File: config.mk
export PLATFORM = sky130hd
export DESIGN_NAME = start_selector
export DESIGN_NICKNAME = d
export VERILOG_FILES = /design/src/rtl/start_pkg.sv /design/src/rtl/start_link_if.sv /design/src/rtl/kt_decode.sv /design/src/rtl/brake_timer.sv /design/src/rtl/start_selector.sv
export SDC_FILE = /design/constraint.sdc
export NUM_CORES = 1
export LEC_CHECK = 0
export BUFFER_PORTS_ARGS = -buffer_cell sky130_fd_sc_hd__buf_4
export CORE_ASPECT_RATIO = 0.7
export CORE_MARGIN = 3
export CORE_UTILIZATION = 51
export DETAILED_ROUTE_END_ITERATION = 16
export PLACE_DENSITY = 0.86
export SLEW_MARGIN = 5
export SYNTH_ARGS = -nofsm -noshare
export SYNTH_HDL_FRONTEND = slang
export SYNTH_SLANG_ARGS = --single-unit
File: constraint.sdc
create_clock -name clock -period 2.1 [get_ports clock]
set_input_delay 0 -clock clock [delete_from_list [all_inputs] [get_ports clock]]
set_output_delay 0 -clock clock [all_outputs]
set_load 0.05 [all_outputs]
File: src/rtl/start_pkg.sv
/*
 Constants and types shared by the start-up path selector, its
 velocity constant decoder and its brake timer.
 Assumes a single 20 MHz clock for all users of the package.
*/
package start_pkg;

	// Clock rate
	localparam int unsigned CLK_HZ = 20_000_000;

	// Velocity constant code layout: mantissa low, exponent high
	localparam int KT_CODE_W = 7;
	localparam int KT_MANT_LSB = 0;
	localparam int KT_MANT_MSB = 3;
	localparam int KT_EXP_LSB = 4;
	localparam int KT_EXP_MSB = 6;
	localparam int KT_LIN_W = 11;
	localparam logic [6:0] KT_CODE_ZERO = 7'h00;
	localparam logic [6:0] KT_CODE_MIN = 7'h01;
	localparam logic [6:0] KT_CODE_MAX = 7'h7F;
	localparam logic [10:0] KT_LIN_ZERO = 11'h000;
	localparam logic [10:0] KT_LIN_MIN = 11'h001;
	localparam logic [10:0] KT_LIN_MAX = 11'h780;
	// Weight software applies per V/Hz before encoding
	localparam int KT_WEIGHT = 1090;

	// Brake duration: field value times one step
	localparam int BRAKE_FIELD_W = 3;
	localparam logic [2:0] BRAKE_OFF = 3'h0;
	localparam int unsigned BRAKE_STEP_MS = 10;
	localparam int unsigned BRAKE_STEP_CYCLES = BRAKE_STEP_MS * (CLK_HZ / 1000);
	localparam int BRAKE_PRE_W = 18;

	// Reset values of the pin synchroniser
	localparam logic DIR_RESET = 1'b0;

	// Initial motor condition seen by the start-up logic
	typedef enum logic [1:0] {
		COND_NONE,
		COND_STATIONARY,
		COND_FORWARD,
		COND_REVERSE
	} motor_cond_t;

	// Start-up sequencer states
	typedef enum logic [3:0] {
		ST_IDLE,
		ST_SENSE,
		ST_REVERSE,
		ST_BRAKE,
		ST_COAST,
		ST_IPD,
		ST_ALIGN,
		ST_ACCEL,
		ST_CLOSED
	} start_state_t;

endpackage

File: src/rtl/start_link_if.sv
/*
 Signals passed between the start-up selector and its two helpers:
 the velocity constant decoder and the brake timer.
 Assumes all parties share one clock; the interface itself holds no state.
*/
`timescale 1ns/1ps
interface start_link_if;
	logic [6:0] kt_code;
	logic [10:0] kt_lin;
	logic brake_go;
	logic [2:0] brake_len;
	logic brake_done;

	modport decoder (input kt_code, output kt_lin);
	modport timer (input brake_go, input brake_len, output brake_done);
	modport ctrl (output kt_code, output brake_go, output brake_len,
		input kt_lin, input brake_done);
endinterface

File: src/rtl/kt_decode.sv
/*
 Combinational decoder of the 7-bit velocity constant code into its
 11-bit linear value.
 Assumes the code is held stable by the configuration registers.
*/
`timescale 1ns/1ps
module kt_decode
	import start_pkg::*;
(
	start_link_if.decoder lnk
);

	logic [10:0] mant_wide;

	// Mantissa widened first so the shift cannot lose upper bits
	assign mant_wide = {7'h00, lnk.kt_code[KT_MANT_MSB:KT_MANT_LSB]};
	assign lnk.kt_lin = mant_wide << lnk.kt_code[KT_EXP_MSB:KT_EXP_LSB];

endmodule

File: src/rtl/brake_timer.sv
/*
 Brake duration timer: a step prescaler and a step counter loaded from
 the brake duration field.
 Assumes the go pulse comes from logic on the same clock.
*/
`timescale 1ns/1ps
module brake_timer
	import start_pkg::*;
#(
	parameter int unsigned STEP_CYCLES = BRAKE_STEP_CYCLES
) (
	input wire logic clock,
	input wire logic sys_rst,
	start_link_if.timer lnk
);

	typedef struct packed {
		logic active;
		logic [17:0] pre;
		logic [2:0] left;
		logic done;
	} timer_st_t;

	timer_st_t s_q;
	timer_st_t s_d;

	// Step tick from the prescaler, counted down per field unit
	always_comb begin
		s_d = s_q;
		s_d.done = 1'b0;
		if (lnk.brake_go && lnk.brake_len != BRAKE_OFF) begin
			s_d.active = 1'b1;
			s_d.pre = '0;
			s_d.left = lnk.brake_len;
		end else if (s_q.active) begin
			if (s_q.pre == BRAKE_PRE_W'(STEP_CYCLES - 1)) begin
				s_d.pre = '0;
				if (s_q.left == 3'h1) begin
					s_d.active = 1'b0;
					s_d.done = 1'b1;
				end else begin
					s_d.left = s_q.left - 3'h1;
				end
			end else begin
				s_d.pre = s_q.pre + 18'h00001;
			end
		end
	end

	// State register
	always_ff @(posedge clock or posedge sys_rst) begin
		if (sys_rst) begin
			s_q <= '0;
		end else begin
			s_q <= s_d;
		end
	end

	assign lnk.brake_done = s_q.done;
endmodule

File: src/rtl/start_selector.sv
/*
 Start-up path selector of a sensorless three-phase motor driver.
 Chooses resync, reverse drive, brake, coast wait, inductive sensing or
 alignment from the sensed initial motor condition, and decodes the
 velocity constant. Assumes speed sensing, position sensing, alignment,
 acceleration and drive stages are neighbouring logic on the same clock;
 only the direction pin comes from outside and is synchronised here.
*/
`timescale 1ns/1ps
module start_selector
	import start_pkg::*;
#(
	parameter int unsigned BRAKE_STEP_CYC = BRAKE_STEP_CYCLES
) (
	input wire logic clock,
	input wire logic sys_rst,
	input wire logic run_cmd,
	input wire logic dir_pin,
	input wire logic [6:0] velocity_constant_code,
	input wire logic isd_enable,
	input wire logic resync_enable,
	input wire logic reverse_drive_enable,
	input wire logic [2:0] brake_duration_field,
	input wire logic inductive_position_sense_enable,
	input wire logic isd_done,
	input wire logic isd_stationary,
	input wire logic isd_forward,
	input wire logic rev_speed_over_thr,
	input wire logic position_done,
	input wire logic zero_speed_reached,
	input wire logic closed_loop_speed_reached,
	output logic [10:0] kt_linear,
	output motor_cond_t motor_cond,
	output logic isd_start,
	output logic ipd_start,
	output logic align_start,
	output logic reverse_drive_on,
	output logic [2:0] low_side_on,
	output logic accel_on,
	output logic closed_loop_on,
	output logic phases_floating
);

	typedef struct packed {
		start_state_t state;
		motor_cond_t cond;
		logic dir_s1;
		logic dir_s2;
		logic dir_s3;
		logic [10:0] kt_lin;
		logic isd_go;
		logic ipd_go;
		logic align_go;
		logic rvs_on;
		logic [2:0] lows;
		logic accel;
		logic closed;
		logic float_o;
		logic brake_go;
	} sel_st_t;

	sel_st_t s_q;
	sel_st_t s_d;
	logic dir_chg;

	start_link_if lnk ();

	// Helpers share the interface; decoder is pure logic
	kt_decode u_kt (
		.lnk(lnk.decoder)
	);

	brake_timer #(
		.STEP_CYCLES(BRAKE_STEP_CYC)
	) u_brake (
		.clock(clock),
		.sys_rst(sys_rst),
		.lnk(lnk.timer)
	);

	assign lnk.kt_code = velocity_constant_code;
	assign lnk.brake_go = s_q.brake_go;
	assign lnk.brake_len = brake_duration_field;

	// Rest-state start: inductive sensing when enabled, otherwise alignment
	function automatic start_state_t init_path(input logic ipd_en);
		return ipd_en ? ST_IPD : ST_ALIGN;
	endfunction

	// Brake first when its duration is nonzero, else start from rest
	function automatic start_state_t rest_path(input logic [2:0] brk, input logic ipd_en);
		return (brk != BRAKE_OFF) ? ST_BRAKE : init_path(ipd_en);
	endfunction

	// Direction change seen on synchronised samples only
	assign dir_chg = s_q.dir_s2 ^ s_q.dir_s3;

	// Next state and registered outputs
	always_comb begin
		s_d = s_q;
		s_d.dir_s1 = dir_pin;
		s_d.dir_s2 = s_q.dir_s1;
		s_d.dir_s3 = s_q.dir_s2;
		s_d.kt_lin = lnk.kt_lin;
		unique case (s_q.state)
			ST_IDLE: begin
				if (run_cmd) begin
					if (isd_enable) begin
						s_d.state = ST_SENSE;
					end else begin
						// Without sensing the motor is taken as standing
						s_d.cond = COND_STATIONARY;
						s_d.state = rest_path(brake_duration_field,
							inductive_position_sense_enable);
					end
				end
			end
			ST_SENSE: begin
				// Condition latched here on each verdict and held to closed loop
				if (isd_done) begin
					if (isd_stationary) begin
						s_d.cond = COND_STATIONARY;
						s_d.state = rest_path(brake_duration_field,
							inductive_position_sense_enable);
					end else if (isd_forward) begin
						s_d.cond = COND_FORWARD;
						if (resync_enable) begin
							s_d.state = ST_CLOSED;
						end else begin
							s_d.state = rest_path(brake_duration_field,
								inductive_position_sense_enable);
						end
					end else begin
						s_d.cond = COND_REVERSE;
						if (rev_speed_over_thr) begin
							s_d.state = ST_SENSE;
						end else if (reverse_drive_enable) begin
							s_d.state = ST_REVERSE;
						end else if (brake_duration_field != BRAKE_OFF) begin
							s_d.state = ST_BRAKE;
						end else begin
							s_d.state = ST_COAST;
						end
					end
				end
			end
			ST_REVERSE: begin
				if (zero_speed_reached) begin
					s_d.state = ST_ACCEL;
				end
			end
			ST_BRAKE: begin
				// A done left from an abandoned brake may meet a fresh go pulse;
				// the timer reloads on that go, so that done is not ours
				if (lnk.brake_done && !s_q.brake_go) begin
					s_d.state = init_path(inductive_position_sense_enable);
				end
			end
			ST_COAST: begin
				// Keeps sensing until the motor reports rest
				if (isd_done && isd_stationary) begin
					s_d.state = init_path(inductive_position_sense_enable);
				end
			end
			ST_IPD, ST_ALIGN: begin
				if (position_done) begin
					s_d.state = ST_ACCEL;
				end
			end
			ST_ACCEL: begin
				if (closed_loop_speed_reached) begin
					s_d.state = ST_CLOSED;
				end
			end
			ST_CLOSED: begin
				s_d.state = ST_CLOSED;
			end
		endcase
		// Run drop or direction change abandons the attempt
		if (!run_cmd || (dir_chg && s_q.state != ST_IDLE)) begin
			s_d.state = ST_IDLE;
		end
		if (s_d.state == ST_IDLE) begin
			s_d.cond = COND_NONE;
		end
		s_d.isd_go = (s_d.state == ST_SENSE || s_d.state == ST_COAST) &&
			(s_d.state != s_q.state || isd_done);
		s_d.ipd_go = (s_d.state == ST_IPD) && (s_q.state != ST_IPD);
		s_d.align_go = (s_d.state == ST_ALIGN) && (s_q.state != ST_ALIGN);
		s_d.brake_go = (s_d.state == ST_BRAKE) && (s_q.state != ST_BRAKE);
		s_d.rvs_on = (s_d.state == ST_REVERSE);
		s_d.lows = {3{s_d.state == ST_BRAKE}};
		s_d.accel = (s_d.state == ST_ACCEL);
		s_d.closed = (s_d.state == ST_CLOSED);
		// Phases stay open while back-EMF is watched or nothing runs
		s_d.float_o = (s_d.state == ST_IDLE || s_d.state == ST_SENSE ||
			s_d.state == ST_COAST);
	end

	// Single state register; every output comes from it
	always_ff @(posedge clock or posedge sys_rst) begin
		if (sys_rst) begin
			s_q <= '{state: ST_IDLE, cond: COND_NONE, dir_s1: DIR_RESET,
				dir_s2: DIR_RESET, dir_s3: DIR_RESET, kt_lin: KT_LIN_ZERO,
				lows: 3'h0, float_o: 1'b1, default: 1'b0};
		end else begin
			s_q <= s_d;
		end
	end

	assign kt_linear = s_q.kt_lin;
	assign motor_cond = s_q.cond;
	assign isd_start = s_q.isd_go;
	assign ipd_start = s_q.ipd_go;
	assign align_start = s_q.align_go;
	assign reverse_drive_on = s_q.rvs_on;
	assign low_side_on = s_q.lows;
	assign accel_on = s_q.accel;
	assign closed_loop_on = s_q.closed;
	assign phases_floating = s_q.float_o;
endmodule

# Word-level counts from Yosys, hierarchy flattened

Index checks and enable logic that the tools add are counted.

Add/sub/neg operators: 2
Eq/ne operators: 26
Shift operators: 1
Mux-type cells: 30
Bitwise logic cells: 1
Reductions and logical operators: 25

Operators by type and width:

| kind                                                  | number |
|---|---|
| 2-to-1 mux 4 bit                                      | 12 |
| == test 4 x 3 -> 1 bit, second input constant         | 8 |
| one-hot mux 4 bit (8 select lines)                    | 1 |
| 2-to-1 mux 6 bit                                      | 4 |
| 2-to-1 mux 23 bit                                     | 1 |
| 2-to-1 mux 22 bit                                     | 1 |
| adder 18 x 1 -> 18 bit, second input constant         | 1 |
| == test 18 bit, second input constant                 | 1 |
| 2-to-1 mux 18 bit                                     | 1 |
| == test 4 x 2 -> 1 bit, second input constant         | 4 |
| << shifter 4 x 3 -> 11 bit                            | 1 |
| inequality test 3 bit, second input constant          | 3 |
| == test 4 x 1 -> 1 bit, second input constant         | 2 |
| == test 4 bit, second input constant                  | 2 |
| logical AND 1 bit                                     | 8 |
| logical NOT 4 bit                                     | 2 |
| inequality test 4 x 3 -> 1 bit, second input constant | 2 |
| 2-to-1 mux 2 bit                                      | 3 |
| 2-to-1 mux 3 bit                                      | 2 |
| nonzero test 3 bit                                    | 2 |
| logical OR 1 bit                                      | 5 |
| 2-to-1 mux 1 bit                                      | 4 |
| inequality test 4 x 2 -> 1 bit, second input constant | 1 |
| inequality test 4 bit                                 | 1 |
| other kinds (11)                                      | 13 |

Flip-flop bits (word level): 52
Input bits: 25
Output and inout bits: 23
Word-level logic and storage cells: 104

# Logic depth before layout (Yosys ltp)

Word-level depth: 12
Depth in mapped cells: 9

# By module

A second synthesis with hierarchy kept.

Cells, all modules: 350
Area total of the unflattened synthesis: 3398.3 sq um

Modules (own cells, without submodules):

| module         | times used | cells each | area an instance (sq um) | seq. area each (sq um) |
|---|---|---|---|---|
| start_selector | 1          | 151        | 1687.9                   | 726.9 |
| brake_timer    | 1          | 169        | 1481.4                   | 575.6 |
| kt_decode      | 1          | 30         | 229.0                    | 0.0 |

# Worst setup path before layout

No wires, ideal clock.

Path kind: reg2reg
From: register s_q[29] (netlist bit)
To: register s_q (netlist bit isd_start)
Data arrival time: 1852 ps
Data required time: 2022 ps
Slack: 170 ps
Stages on the path, launching flop included: 8
Clock period less this slack: 1930 ps
Cell sequence: dfrtp_1 > or3_4 > a21oi_2 > nand2_1 > o311a_4 > nor2_1 > nand3_1 > a21oi_1

RTL lines:

| element                | RTL line              | source |
|---|---|---|
| start, declared        | start_selector.sv:62  | `sel_st_t s_q;` |
| start signal, assigned | start_selector.sv:203 | `s_q <= '{state: ST_IDLE, cond: COND_NONE, dir_s1: DIR_RESET,` |

==> out/results.ini <==
[layout]
syn_to_final_growth_pct=25.0
drive_above_1_share=0.309
n_fill_cell=422
finalNonFillerCells=454
regArea_sq_um=1310
n_antenna_cell=0
nNetsFinal=409
multi_input_comb_area_sq_um=1510

[place]
post-dp-hpwl_um=5030
dp.cells=432
io_buffers=47
place_ws_ns=-0.0602
gp_congestion=0.939

[power_and_ir_drop]
max-vdd-ir-drop_mv=0.580
leakagePower_nw=1.61
p_per_area_nw_per_um2=1060

[setup_path]
crit_arrival_ns=2.37
cp.buffers_inverters=1
critical_path.slowest_cell=dfrtp_2
path_cells=buf_6 > nor4b_4 > nand2_2 > a31oi_4 > nor4_4 > a211oi_4 > nand2_2 > a311oi_2
crit_top_cell=nand2_2
cp_top_family=compound AO/OA/AOI/OAI gates
slowest_delay_ns=0.46
critPathCaptureType=register
critPathMaxFanout=5
crit_required_ns=2.30
cp-start-kind=register
crit_type=register to register

[drt]
num_vias=2646
wl_per_cell_um=16.1
via_per_inst=5.83
wirelength_um=7310
firstDrtPassIters=5
drt-initial-drc-count=230
drc=0
ant_nets=0

[yosys]
synth_edf_count=0
syn_area_sq_um=2930
synth_nets=351
syn_avg_cell_area_sq_um=9.06
ys_types=59
yosysWarnings=0
ys.flop_type=dfrtp_1
yosysSeqAreaShare=0.445
syn_inst=323
async_flop_share=1.00
ys_ff_latch=52

[die]
fp.dieArea_sq_um=6700
io_pins=48
coreArea_sq_um=5400
die_w_um=96.6
dieHeight_um=69.4
num_rows=22
initial_utilization=0.543

[grt]
grt_pass1_wl_um=11200
grt_start_max_net_pins=43
track_usage=0.209
grt_overflow=0
grt_pass1_vias=2277
antenna_found_initial=0

[timing]
period_needed_ns=2.17
setup_ws_ns=-0.0701
setup_viol=6
drv_slew=0
whs_ns=0.00918
fin_crit_sh=1.03
skew_ns=0.00326
fmaxAchievable_mhz=461
rsz0062_at_grt=yes
worst_pin_slew_ns=0.820
relSlewSlack=0.452
tns_ns=-0.153
hold_violations=0

[job]
drv_cap=0

[clocking]
clkSinkCount=52
clock_latency_ns=0.29
clkTransAtPathRegs_ns=0.09
htreeDepth=2
cts_buffer_depth=2
cts_made_buffers=5
cts_tree=yes
cts-root-buf=clkbuf_8

[hold_path]
hp-class=input port to register

[run_status]
status=finished, violations left
violations=setup timing

[metrics by stage]
step	utilization	cell area, sq um	power (mW)
floorplan	-	2930	2.53
global placement	0.616	3320	2.91
detailed placement	0.616	3320	2.97
CTS	0.652	3520	3.60
global route	0.678	3660	4.09
finish	0.678	3660	3.87
[worst register-to-register path: cells and delay by family (launching register included)]
kind | cells | cell delay, ns
AOI/OAI and AO/OA | 3 | 0.75
and+or+nand+nor | 4 | 0.71
DFF | 1 | 0.46
buffers and inverters | 1 | 0.15
[metal layers]
| layer | vias to the layer above | GRT usage | wire [um] |
|---|---|---|---|
| met5 | - | 0 | 0 |
| met4 | 0 | 0.0404 | 65 |
| met3 | 10 | 0.0499 | 641 |
| met2 | 126 | 0.294 | 3360 |
| met1 | 1280 | 0.328 | 3240 |
| li1 | 1230 | - | - |
[worst paths after layout]
path	from	endpoint	slack [ns]	cells after the start
worst max-delay path	s_q[28]$_DFF_PP0_	align_start$_DFF_PP0_	-0.07	8
worst min-delay path	velocity_constant_code[3]	kt_linear[9]$_DFF_PP0_	0.009	3
worst max register to register	s_q[28]$_DFF_PP0_	align_start$_DFF_PP0_	-0.07	8
worst min register to register	s_d[23]$_DFF_PP0_	s_d[22]$_DFF_PP0_	0.37	0
max in group asynchronous	sys_rst	u_brake.s_q[13]$_DFFE_PP0P_	1.05	4
min in group asynchronous	sys_rst	s_d[23]$_DFF_PP0_	0.43	3
[registers in the layout (all words and copies together) (netlist names), 2 cells and up]
register,cells
u_brake.s_q,22
kt_linear,11
motor_cond,2
s_q,5
s_d,2
[logic make-up after synthesis]
logic type	count (synthesis)	share of synthesized area
and+or+nand+nor	140	0.249
AOI/OAI and AO/OA	75	0.168
DFF	52	0.445
buffers and inverters	39	0.0773
xor gates and xnor gates	7	0.0235
muxes	7	0.0248
adders and majority gates	3	0.0128
[repair_timing]
item / in CTS / in global routing
setup endpoints to repair: 3 / 15
hold buffers: 6 / 0
endpoints found under the hold margin: 49 / 0
gates resized for setup: 3 / 26
pin swaps: 2 / 10
buffers inserted: 3 / 7
[cell usage in the layout, fill, tap and decap left out, types with 3 or more instances in the layout]
cell,Yosys,final
nand2b_1,7,6
mux2i_1,5,5
xor2_1,3,3
dfrtp_2,0,3
and3_1,6,6
xnor2_1,3,3
o22ai_1,4,4
o21ai_1,3,3
inv_1,9,8
ha_1,3,3
nand2_2,0,3
nand3_1,10,10
a21oi_1,12,10
nor3_2,2,3
nor2b_1,5,4
buf_6,1,3
nor3_1,13,12
dlygate4sd3_1,0,6
o21ai_0,34,33
a31oi_1,4,3
clkbuf_8,0,6
nand2_1,39,36
nand4_1,5,5
buf_4,18,71
dfrtp_1,51,48
nor2_1,33,31
[cells in the mapped netlist, types with 4 or more instances]
| cell type | n | share of area |
|---|---|---|
| clkbuf_1 | 6 | 0.0077 |
| nand3_1 | 10 | 0.017 |
| nor3_1 | 13 | 0.022 |
| o22ai_1 | 4 | 0.0085 |
| o21ai_0 | 34 | 0.058 |
| nor2b_1 | 5 | 0.011 |
| inv_1 | 9 | 0.012 |
| and3_1 | 6 | 0.013 |
| buf_2 | 4 | 0.0068 |
| a21oi_1 | 12 | 0.021 |
| nand2b_1 | 7 | 0.015 |
| nand4_1 | 5 | 0.011 |
| nor2_1 | 33 | 0.042 |
| buf_4 | 18 | 0.046 |
| dfrtp_1 | 51 | 0.44 |
| nand2_1 | 39 | 0.050 |
| a31oi_1 | 4 | 0.0085 |
| mux2i_1 | 5 | 0.017 |
[power by group]
group	internal [mW]	switching [mW]	leakage (nW)
logic	0.809	1.12	0.888
registers	1.19	0.168	0.677
clock network	0.268	0.310	0.0445
[layout make-up]
class	count	area share
inverter	10	0.0103
clock buffer	7	0.0236
sequential	52	0.357
tap	72	0.0246
multi-input combinational	232	0.411
timing repair buffer	80	0.171
clock inverter	1	0.00205
No activity file was read; power rests on OpenSTA's default activity.
